<file path="src/logic/rtwt_map.vh">
// Register indices, field positions and reset values of the timer block
`ifndef RTWT_MAP_VH
`define RTWT_MAP_VH
// Register indices (byte address is four times the index)
`define RTWT_IDX_T3_CONTROL 8'h1e
`define RTWT_IDX_T3_RELOAD_UPPER 8'h1f
`define RTWT_IDX_T3_RELOAD_LOWER 8'h20
`define RTWT_IDX_T3_COUNT_UPPER 8'h21
`define RTWT_IDX_T3_COUNT_LOWER 8'h22
`define RTWT_IDX_WAKEUP_CONTROL 8'h23
`define RTWT_IDX_WAKEUP_RELOAD 8'h30
`define RTWT_IDX_T3_COMMAND 8'h31
// Third timer control fields
`define RTWT_T3_HALT_RX_BIT 7
`define RTWT_T3_START_HI 5
`define RTWT_T3_START_LO 4
`define RTWT_T3_AUTO_BIT 3
`define RTWT_T3_CLK_HI 1
`define RTWT_T3_CLK_LO 0
`define RTWT_T3_CONTROL_MASK 8'hbb
// Clock select codes
`define RTWT_CLK_SYSTEM 2'h0
`define RTWT_CLK_DERIVED 2'h1
`define RTWT_CLK_FIRST_UF 2'h2
`define RTWT_CLK_SECOND_UF 2'h3
// Start mode codes
`define RTWT_START_NONE 2'h0
`define RTWT_START_TX_END 2'h1
`define RTWT_START_TRIM 2'h2
`define RTWT_START_TRIM_UF 2'h3
// Wake-up control fields
`define RTWT_WU_ACTIVE_BIT 7
`define RTWT_WU_GATE_BIT 6
`define RTWT_WU_TRIM_BIT 5
`define RTWT_WU_CARD_BIT 4
`define RTWT_WU_AUTO_BIT 3
`define RTWT_WU_WAKE_BIT 2
`define RTWT_WU_CLK_HI 1
`define RTWT_WU_CLK_LO 0
// Command and status fields
`define RTWT_CMD_FLAG_BIT 0
`define RTWT_CMD_START_BIT 1
`define RTWT_CMD_STOP_BIT 2
`define RTWT_CMD_RUN_BIT 3
// Wake-up prescaler divide values minus one
`define RTWT_DIV1 5'h00
`define RTWT_DIV8 5'h07
`define RTWT_DIV16 5'h0f
`define RTWT_DIV32 5'h1f
// Reset values
`define RTWT_RST_BYTE 8'h00
`define RTWT_RST_WORD 16'h0000
`endif

</file>
<file path="src/logic/rtwt_timer.v">
// Third general timer and wake-up timer with an AHB-Lite register slave
// Behaviour
// - Clock select 00 counts on the system clock and 01 on the derived 211,875 kHz clock.
// - Clock select 10 counts on first timer underflows and 11 on second timer underflows.
// - The reload value is held in a writable upper byte and lower byte register.
// - Every start event copies the full reload value into the counter before counting.
// - Writing a reload byte leaves a running count alone until the next start event or the next auto reload at zero.
// - The live count reads back as a read-only upper byte and lower byte.
// - With wake-up enabled, expiry of the wake-up timer brings the system active.
// - With card detection enabled, expiry launches low-power card detection by itself.
// - Bit 7 of the wake-up control register reads whether the wake-up timer runs.
// - A control write with bit 6 set loads bit 7 into the running flag.
// - Bit 6 is write-only and a write with it clear leaves the running flag alone.
// - The start mode picks no auto start, start at transmit end, or trimming with or without underflow.
// - With auto reload the timer reloads at zero, otherwise stops, and each underflow sets the flag, except in trimming without underflow, which only stops.
// - Halt on receive stops the timer after the first four received bits, except in trimming modes.
// - The wake-up clock is the low-frequency oscillator divided by 1, 8, 16 or 32.
`timescale 1ns/1ps
`include "rtwt_map.vh"
module rtwt_timer (
   input wire i_clk,
   input wire i_rst,
   input wire i_hsel,
   input wire [31:0] i_haddr,
   input wire [1:0] i_htrans,
   input wire i_hwrite,
   input wire [2:0] i_hsize,
   input wire [31:0] i_hwdata,
   input wire i_hready,
   output reg [31:0] o_hrdata,
   output wire o_hreadyout,
   output wire o_hresp,
   input wire i_derived_tick,
   input wire i_first_underflow,
   input wire i_second_underflow,
   input wire i_tx_end,
   input wire i_rx_four_bits,
   input wire i_lfo_clk,
   output reg o_timer3_underflow,
   output wire o_timer3_running,
   output reg o_wakeup,
   output reg o_card_detect_start,
   output reg o_trim_start
);

   // ****************************************
   // Helper functions
   // ****************************************
   function [4:0] rtwt_div_limit;
      input [1:0] sel;
      begin
         case (sel)
            2'h0: rtwt_div_limit = `RTWT_DIV1;
            2'h1: rtwt_div_limit = `RTWT_DIV8;
            2'h2: rtwt_div_limit = `RTWT_DIV16;
            default: rtwt_div_limit = `RTWT_DIV32;
         endcase
      end
   endfunction

   function rtwt_is_trim;
      input [1:0] mode;
      begin
         rtwt_is_trim = (mode == `RTWT_START_TRIM) || (mode == `RTWT_START_TRIM_UF);
      end
   endfunction

   // ****************************************
   // Register storage
   // ****************************************
   reg [7:0] t3_control;
   reg [7:0] third_timer_reload_upper;
   reg [7:0] third_timer_reload_lower;
   reg [15:0] t3_count;
   reg t3_running;
   reg underflow_flag;
   reg [5:0] wakeup_timer_control;
   reg wakeup_timer_active_flag;
   reg [15:0] wakeup_reload;
   reg [15:0] wakeup_count;
   reg [4:0] wakeup_prescale;

   wire [1:0] third_timer_clock_select = t3_control[`RTWT_T3_CLK_HI:`RTWT_T3_CLK_LO];
   wire [1:0] third_timer_start_mode = t3_control[`RTWT_T3_START_HI:`RTWT_T3_START_LO];
   wire third_timer_auto_reload = t3_control[`RTWT_T3_AUTO_BIT];
   wire third_timer_halt_on_receive = t3_control[`RTWT_T3_HALT_RX_BIT];
   wire wakeup_auto_oscillator_trim = wakeup_timer_control[`RTWT_WU_TRIM_BIT];
   wire wakeup_auto_card_detect = wakeup_timer_control[`RTWT_WU_CARD_BIT];
   wire wakeup_auto_reload = wakeup_timer_control[`RTWT_WU_AUTO_BIT];
   wire wakeup_on_expiry_enable = wakeup_timer_control[`RTWT_WU_WAKE_BIT];
   wire [1:0] wakeup_clock_select = wakeup_timer_control[`RTWT_WU_CLK_HI:`RTWT_WU_CLK_LO];

   // ****************************************
   // AHB-Lite slave
   // ****************************************
   reg wr_pending;
   reg [7:0] wr_index;
   wire bus_take = i_hsel && i_hready && i_htrans[1];
   wire [7:0] bus_index = i_haddr[9:2];
   wire in_range = (i_haddr[31:10] == 22'h00_0000);
   wire wr_en = wr_pending;
   wire [7:0] wr_byte = i_hwdata[7:0];
   reg [7:0] next_rdata;

   assign o_hreadyout = 1'b1;
   assign o_hresp = 1'b0;

   always @(posedge i_clk) begin
      if (i_rst) begin
         wr_pending <= 1'b0;
         wr_index <= `RTWT_RST_BYTE;
      end else begin
         wr_pending <= bus_take && i_hwrite && in_range;
         wr_index <= bus_index;
      end
   end

   always @* begin
      next_rdata = `RTWT_RST_BYTE;
      if (in_range) begin
         case (bus_index)
            `RTWT_IDX_T3_CONTROL: next_rdata = t3_control;
            `RTWT_IDX_T3_RELOAD_UPPER: next_rdata = third_timer_reload_upper;
            `RTWT_IDX_T3_RELOAD_LOWER: next_rdata = third_timer_reload_lower;
            `RTWT_IDX_T3_COUNT_UPPER: next_rdata = t3_count[15:8];
            `RTWT_IDX_T3_COUNT_LOWER: next_rdata = t3_count[7:0];
            `RTWT_IDX_WAKEUP_CONTROL: begin
               next_rdata = {wakeup_timer_active_flag, 1'b0, wakeup_timer_control};
            end
            `RTWT_IDX_T3_COMMAND: next_rdata = {4'h0, t3_running, 2'h0, underflow_flag};
            default: next_rdata = `RTWT_RST_BYTE;
         endcase
      end
   end

   always @(posedge i_clk) begin
      if (i_rst) begin
         o_hrdata <= 32'h0000_0000;
      end else if (bus_take && !i_hwrite) begin
         if (in_range && bus_index == `RTWT_IDX_WAKEUP_RELOAD) begin
            o_hrdata <= {16'h0000, wakeup_reload};
         end else begin
            o_hrdata <= {24'h00_0000, next_rdata};
         end
      end
   end

   // ****************************************
   // Low-frequency oscillator synchroniser
   // ****************************************
   reg lfo_s1;
   reg lfo_s2;
   reg lfo_s3;
   reg lfo_level;
   wire lfo_agree = (lfo_s2 == lfo_s3);
   wire lfo_rise = lfo_agree && lfo_s3 && !lfo_level;

   always @(posedge i_clk) begin
      if (i_rst) begin
         lfo_s1 <= 1'b0;
         lfo_s2 <= 1'b0;
         lfo_s3 <= 1'b0;
         lfo_level <= 1'b0;
      end else begin
         lfo_s1 <= i_lfo_clk;
         lfo_s2 <= lfo_s1;
         lfo_s3 <= lfo_s2;
         if (lfo_agree) begin
            lfo_level <= lfo_s3;
         end
      end
   end

   // ****************************************
   // Third timer
   // ****************************************
   reg t3_tick;
   wire trim_mode = rtwt_is_trim(third_timer_start_mode);
   wire wr_cmd = wr_en && (wr_index == `RTWT_IDX_T3_COMMAND);
   wire cmd_start = wr_cmd && wr_byte[`RTWT_CMD_START_BIT];
   wire cmd_stop = wr_cmd && wr_byte[`RTWT_CMD_STOP_BIT];
   wire flag_clear = wr_cmd && wr_byte[`RTWT_CMD_FLAG_BIT];
   wire trim_edge = trim_mode && lfo_rise;
   wire auto_start = (third_timer_start_mode == `RTWT_START_TX_END) && i_tx_end;
   wire start_event = cmd_start || auto_start || (trim_edge && !t3_running);
   wire trim_stop = trim_edge && t3_running;
   wire rx_halt = third_timer_halt_on_receive && !trim_mode && i_rx_four_bits;
   wire t3_at_zero = (t3_count == `RTWT_RST_WORD);
   wire t3_step = t3_running && t3_tick && !start_event;
   wire t3_uf = t3_step && t3_at_zero;
   wire uf_allowed = (third_timer_start_mode != `RTWT_START_TRIM);

   assign o_timer3_running = t3_running;

   always @* begin
      case (third_timer_clock_select)
         `RTWT_CLK_SYSTEM: t3_tick = 1'b1;
         `RTWT_CLK_DERIVED: t3_tick = i_derived_tick;
         `RTWT_CLK_FIRST_UF: t3_tick = i_first_underflow;
         `RTWT_CLK_SECOND_UF: t3_tick = i_second_underflow;
         default: t3_tick = 1'b0;
      endcase
   end

   always @(posedge i_clk) begin
      if (i_rst) begin
         t3_control <= `RTWT_RST_BYTE;
         third_timer_reload_upper <= `RTWT_RST_BYTE;
         third_timer_reload_lower <= `RTWT_RST_BYTE;
      end else if (wr_en) begin
         case (wr_index)
            `RTWT_IDX_T3_CONTROL: t3_control <= wr_byte & `RTWT_T3_CONTROL_MASK;
            `RTWT_IDX_T3_RELOAD_UPPER: third_timer_reload_upper <= wr_byte;
            `RTWT_IDX_T3_RELOAD_LOWER: third_timer_reload_lower <= wr_byte;
            default: t3_control <= t3_control;
         endcase
      end
   end

   always @(posedge i_clk) begin
      if (i_rst) begin
         t3_count <= `RTWT_RST_WORD;
         t3_running <= 1'b0;
         underflow_flag <= 1'b0;
         o_timer3_underflow <= 1'b0;
      end else begin
         o_timer3_underflow <= t3_uf && uf_allowed;
         if (t3_uf && uf_allowed) begin
            underflow_flag <= 1'b1;
         end else if (flag_clear) begin
            underflow_flag <= 1'b0;
         end
         if (start_event) begin
            t3_count <= {third_timer_reload_upper, third_timer_reload_lower};
            t3_running <= 1'b1;
         end else if (cmd_stop || trim_stop || rx_halt) begin
            t3_running <= 1'b0;
         end else if (t3_uf) begin
            if (third_timer_auto_reload && uf_allowed) begin
               t3_count <= {third_timer_reload_upper, third_timer_reload_lower};
            end else begin
               t3_running <= 1'b0;
            end
         end else if (t3_step) begin
            t3_count <= t3_count - 16'h0001;
         end
      end
   end

   // ****************************************
   // Wake-up timer
   // ****************************************
   wire wr_wu = wr_en && (wr_index == `RTWT_IDX_WAKEUP_CONTROL);
   wire wu_gate = wr_wu && wr_byte[`RTWT_WU_GATE_BIT];
   wire wu_begin = wu_gate && wr_byte[`RTWT_WU_ACTIVE_BIT] && !wakeup_timer_active_flag;
   wire wu_tick = wakeup_timer_active_flag && lfo_rise
      && (wakeup_prescale == rtwt_div_limit(wakeup_clock_select));
   wire wu_expire = wu_tick && (wakeup_count == `RTWT_RST_WORD) && !wu_gate;

   always @(posedge i_clk) begin
      if (i_rst) begin
         wakeup_timer_control <= 6'h00;
         wakeup_reload <= `RTWT_RST_WORD;
      end else if (wr_en) begin
         if (wr_index == `RTWT_IDX_WAKEUP_CONTROL) begin
            wakeup_timer_control <= wr_byte[5:0];
         end
         if (wr_index == `RTWT_IDX_WAKEUP_RELOAD) begin
            wakeup_reload <= i_hwdata[15:0];
         end
      end
   end

   always @(posedge i_clk) begin
      if (i_rst) begin
         wakeup_timer_active_flag <= 1'b0;
         wakeup_count <= `RTWT_RST_WORD;
         wakeup_prescale <= 5'h00;
         o_wakeup <= 1'b0;
         o_card_detect_start <= 1'b0;
         o_trim_start <= 1'b0;
      end else begin
         o_wakeup <= wu_expire && wakeup_on_expiry_enable;
         o_card_detect_start <= wu_expire && wakeup_auto_card_detect;
         o_trim_start <= wu_expire && wakeup_auto_oscillator_trim;
         if (wu_gate) begin
            wakeup_timer_active_flag <= wr_byte[`RTWT_WU_ACTIVE_BIT];
            if (wu_begin) begin
               wakeup_count <= wakeup_reload;
               wakeup_prescale <= 5'h00;
            end
         end else if (wu_expire) begin
            wakeup_prescale <= 5'h00;
            wakeup_count <= wakeup_reload;
            if (!wakeup_auto_reload && !wakeup_auto_card_detect) begin
               wakeup_timer_active_flag <= 1'b0;
            end
         end else if (wakeup_timer_active_flag && lfo_rise) begin
            if (wu_tick) begin
               wakeup_prescale <= 5'h00;
               wakeup_count <= wakeup_count - 16'h0001;
            end else begin
               wakeup_prescale <= wakeup_prescale + 5'h01;
            end
         end
      end
   end

endmodule // rtwt_timer

</file>
<file path="config.mk">
export PLATFORM = sky130hd
export DESIGN_NAME = rtwt_timer
export DESIGN_NICKNAME = d
export VERILOG_FILES = /design/src/logic/rtwt_timer.v
export VERILOG_INCLUDE_DIRS = /design/src /design/src/logic
export SDC_FILE = /design/constraint.sdc
export NUM_CORES = 1
export LEC_CHECK = 0
export BUFFER_PORTS_ARGS = -buffer_cell sky130_fd_sc_hd__buf_4
export CORE_MARGIN = 1.5
export CORE_UTILIZATION = 40
export CTS_CLUSTER_SIZE = 16
export DETAILED_ROUTE_END_ITERATION = 10
export GPL_ROUTABILITY_DRIVEN = 0
export GPL_TIMING_DRIVEN = 0
export PLACE_DENSITY_LB_ADDON = 0.08
export RECOVER_POWER = 100
export SLEW_MARGIN = 20
export SYNTH_ARGS = -nofsm -noshare
export SYNTH_HDL_FRONTEND = slang
export SYNTH_SLANG_ARGS = --single-unit
export TNS_END_PERCENT = 50
</file>
<file path="constraint.sdc">
create_clock -name i_clk -period 2.6 [get_ports i_clk]
set_clock_uncertainty 0.05 [all_clocks]
set_input_delay 0 -clock i_clk [delete_from_list [all_inputs] [get_ports i_clk]]
set_output_delay 0 -clock i_clk [all_outputs]
set_load 0.05 [all_outputs]
</file>
==> impl_metrics.tcl <==
set metrics [dict create \
    clockBufferDepth 2 \
    clock-root-buffer "clkbuf_16" \
    tightest_slew_ns 1.05 \
    dpl_cell_area_sq_um 6970 \
    routedWlPerCell_um 19.6 \
    slew_violations 0 \
    avgSynthCellArea_sq_um 8.41 \
    holdWs_ns 0.0485 \
    synth_edf_count 0 \
    fin_crit_sh_pct 101 \
    synthFlopType "dfxtp_1" \
    grt_pass1_wl_um 32000 \
    cpPeakStageDelay_ns 0.59 \
    seq_area_frac_synth_pct 38.3 \
    critPathTopFamily "compound AO/OA/AOI/OAI gates" \
    maxSlewHeadroom_pct 29.4 \
    die-width_um 127 \
    cp_num_buf_inv 2 \
    coreArea_sq_um 14700 \
    drive_gt1_share_pct 16.7 \
    drc 0 \
    end_kind "flip-flop" \
    drv_cap 0 \
    cp.arrival_ns 2.86 \
    boundaryPins 119 \
    synthCells 726 \
    syn_to_final_growth_pct 28.1 \
    grt_start_max_net_pins 17 \
    dr.pass1.iters 5 \
    path_cells "or4_1 > a211oi_2 > o2111ai_4 > and2_4 > buf_6 > buf_6 > a31oi_2 > o32ai_1" \
    violations "negative setup slack" \
    dieArea_sq_um 16000 \
    hold_viol 0 \
    wl_um 20700 \
    critPathMostFrequentCell "buf_6" \
    num_rows 44 \
    final_common_cell "dfxtp_1" \
    yosysTopAreaCellShare_pct 38.3 \
    crit_type "flip-flop to flip-flop" \
    num_vias 6161 \
    start_util_pct 41.6 \
    antenna_found_initial 0 \
    crit_slowest_cell "or4_1" \
    nets 948 \
    dp.cells 1002 \
    fmaxAchievable_mhz 382 \
    final-setup-viol-count 2 \
    power_density_nw_per_um2 571 \
    ys_warn_count 0 \
    grt_overflow 0 \
    viasPerCell 5.82 \
    cts.sinks 117 \
    rsz0062_at_grt "true" \
    yosysUniqueCellTypes 66 \
    cts_tree "yes" \
    fp.dieH_um 127 \
    ctsHtreeMaxLevel 4 \
    start_kind "flip-flop" \
    antenna_cells 0 \
    cellLeakagePower_nw 3.11 \
    ir_drop_mv 0.459 \
    dp_hpwl_um 15300 \
    port_buffers 76 \
    first_global_vias 5697 \
    min_period_ns 2.62 \
    drtIter0Drc 660 \
    async_flop_share_pct 0 \
    postRouteAntennaNets 0 \
    syn_area_sq_um 6110 \
    min_path_type "primary input to flip-flop" \
    required_ns 2.84 \
    synth_area_leader_cell "dfxtp_1" \
    ys_top_cells_by_area "dfxtp_1 38%, mux2i_1 9.8%, nor2_1 5.7%, a21oi_1 3.5%, nand2_1 2.9%" \
    fin_ws_ns -0.0198 \
    gr-usage-all-layers_pct 26.1 \
    cts_buffers 17 \
    final_cell_mix "116 x dfxtp_1, 93 x nor2_1, 72 x buf_4" \
    final_util_pct 53.2 \
    clk_pin_slew_ns 0.06 \
    stdcell_count 1059 \
    path_max_fanout 10 \
    clk_latency_ns 0.43 \
    design_area_sq_um 7830 \
    ys_ff_latch 117 \
    status "finished, violations left" \
]
==> cell type report <==
type / instances / area [sq um]
clock buffers: 19 / 443
inverters: 22 / 82.6
multi-input cells: 548 / 3530
clock inverters: 13 / 153
well taps: 184 / 230
flip-flops and latches: 117 / 2340
repair buffers: 103 / 746
plain buffers: 53 / 294
fillers: 1409 / 6870
==> where the power goes <==
group	internal, mW	switching [mW]	total (mW)	leakage (nW)
Combinational	0.122	0.186	0.309	1.89
Sequential	1.80	0.00745	1.81	0.946
Clock	1.45	0.901	2.35	0.280
Total	3.37	1.09	4.47	3.11
==> worst paths after layout <==
check,start,end,slack (ns),depth (start not counted)
max,wakeup_timer_control[0],wakeup_count[2],-0.02,8
min,i_hready,o_hrdata[3],0.05,4
max reg2reg,wakeup_timer_control[0],wakeup_count[2],-0.02,8
min reg2reg,lfo_s1,lfo_s2,0.41,1
==> worst min-delay path, stage by stage <==
cell and delay (ns):
buf_4 0.11, nand3_1 0.10, nor2_1 0.13, a21oi_1 0.15
==> registers in the layout, summed over array words and instances (netlist names), 5 cells and up <==
signal,count
o_hrdata,16
t3_control,6
t3_count,16
third_timer_reload_lower,8
third_timer_reload_upper,8
wakeup_count,16
wakeup_prescale,5
wakeup_reload,16
wakeup_timer_control,6
wr_index,8
==> Yosys cell counts, types with 4 or more instances <==
cell type and n:
a22oi_1 11, o211ai_1 16, clkbuf_1 28, nor3_1 27, a22o_1 4, inv_1 22, nor4b_1 4, o32ai_1 11
nor4_1 18, buf_4 18, a21boi_0 9, nor2_1 93, nor2b_1 14, ha_1 6, a32oi_1 5, mux2_2 7
dfxtp_1 117, nand2_1 47, a21o_1 4, and2_1 5, nor3b_1 4, a21oi_1 43, or2_2 4, o21ai_0 17
a211oi_1 4, or3_1 7, buf_1 4, nand3_1 27, nand4_1 10, a211o_1 4, or4_1 7, mux2i_1 60
o21a_1 4, o22ai_1 6, a31oi_1 10
==> cells by family (layout without fill, tap and decap cells) <==
family                     Yosys count  count (layout)  share of synthesized area, %
and+or+nand+nor                    286             286                          23.6
AOI/OAI and AO/OA                  167             167                          18.9
DFF                                117             117                          38.3
buffers and inverters               77             210                          6.14
muxes                               67              67                          11.1
adders and majority gates            6               6                          1.23
xor gates and xnor gates             4               4                         0.574
other                                2              18                         0.123
==> repair_timing <==
action                                 CTS  global route
pin swaps                                1             2
gates cloned                             0             0
gates resized for setup                  7            25
hold buffers                            25             0
setup endpoints to repair               28            36
buffers inserted                         1             1
endpoints found under the hold margin   57             0
==> through the flow <==
stage / setup TNS (ns) / setup slack, ns / power [mW]
after floorplan: 0 / 0.230 / 2.01
after global placement: -1.04 / -0.150 / 2.13
after detailed placement: -2.27 / -0.212 / 2.13
after CTS: -0.0561 / -0.0220 / 4.48
after global routing: -0.877 / -0.0788 / 4.60
final: -0.0229 / -0.0198 / 4.47
==> metal layers <==
layer  vias up  wire length, um  global-route usage, %
li1       2912                -                      -
met1      2923             9280                   36.5
met2       299             9470                   40.9
met3        27             1620                   5.06
met4         0              336                   8.05
met5         -                0                      0
Power figures use the tool's default switching activity.
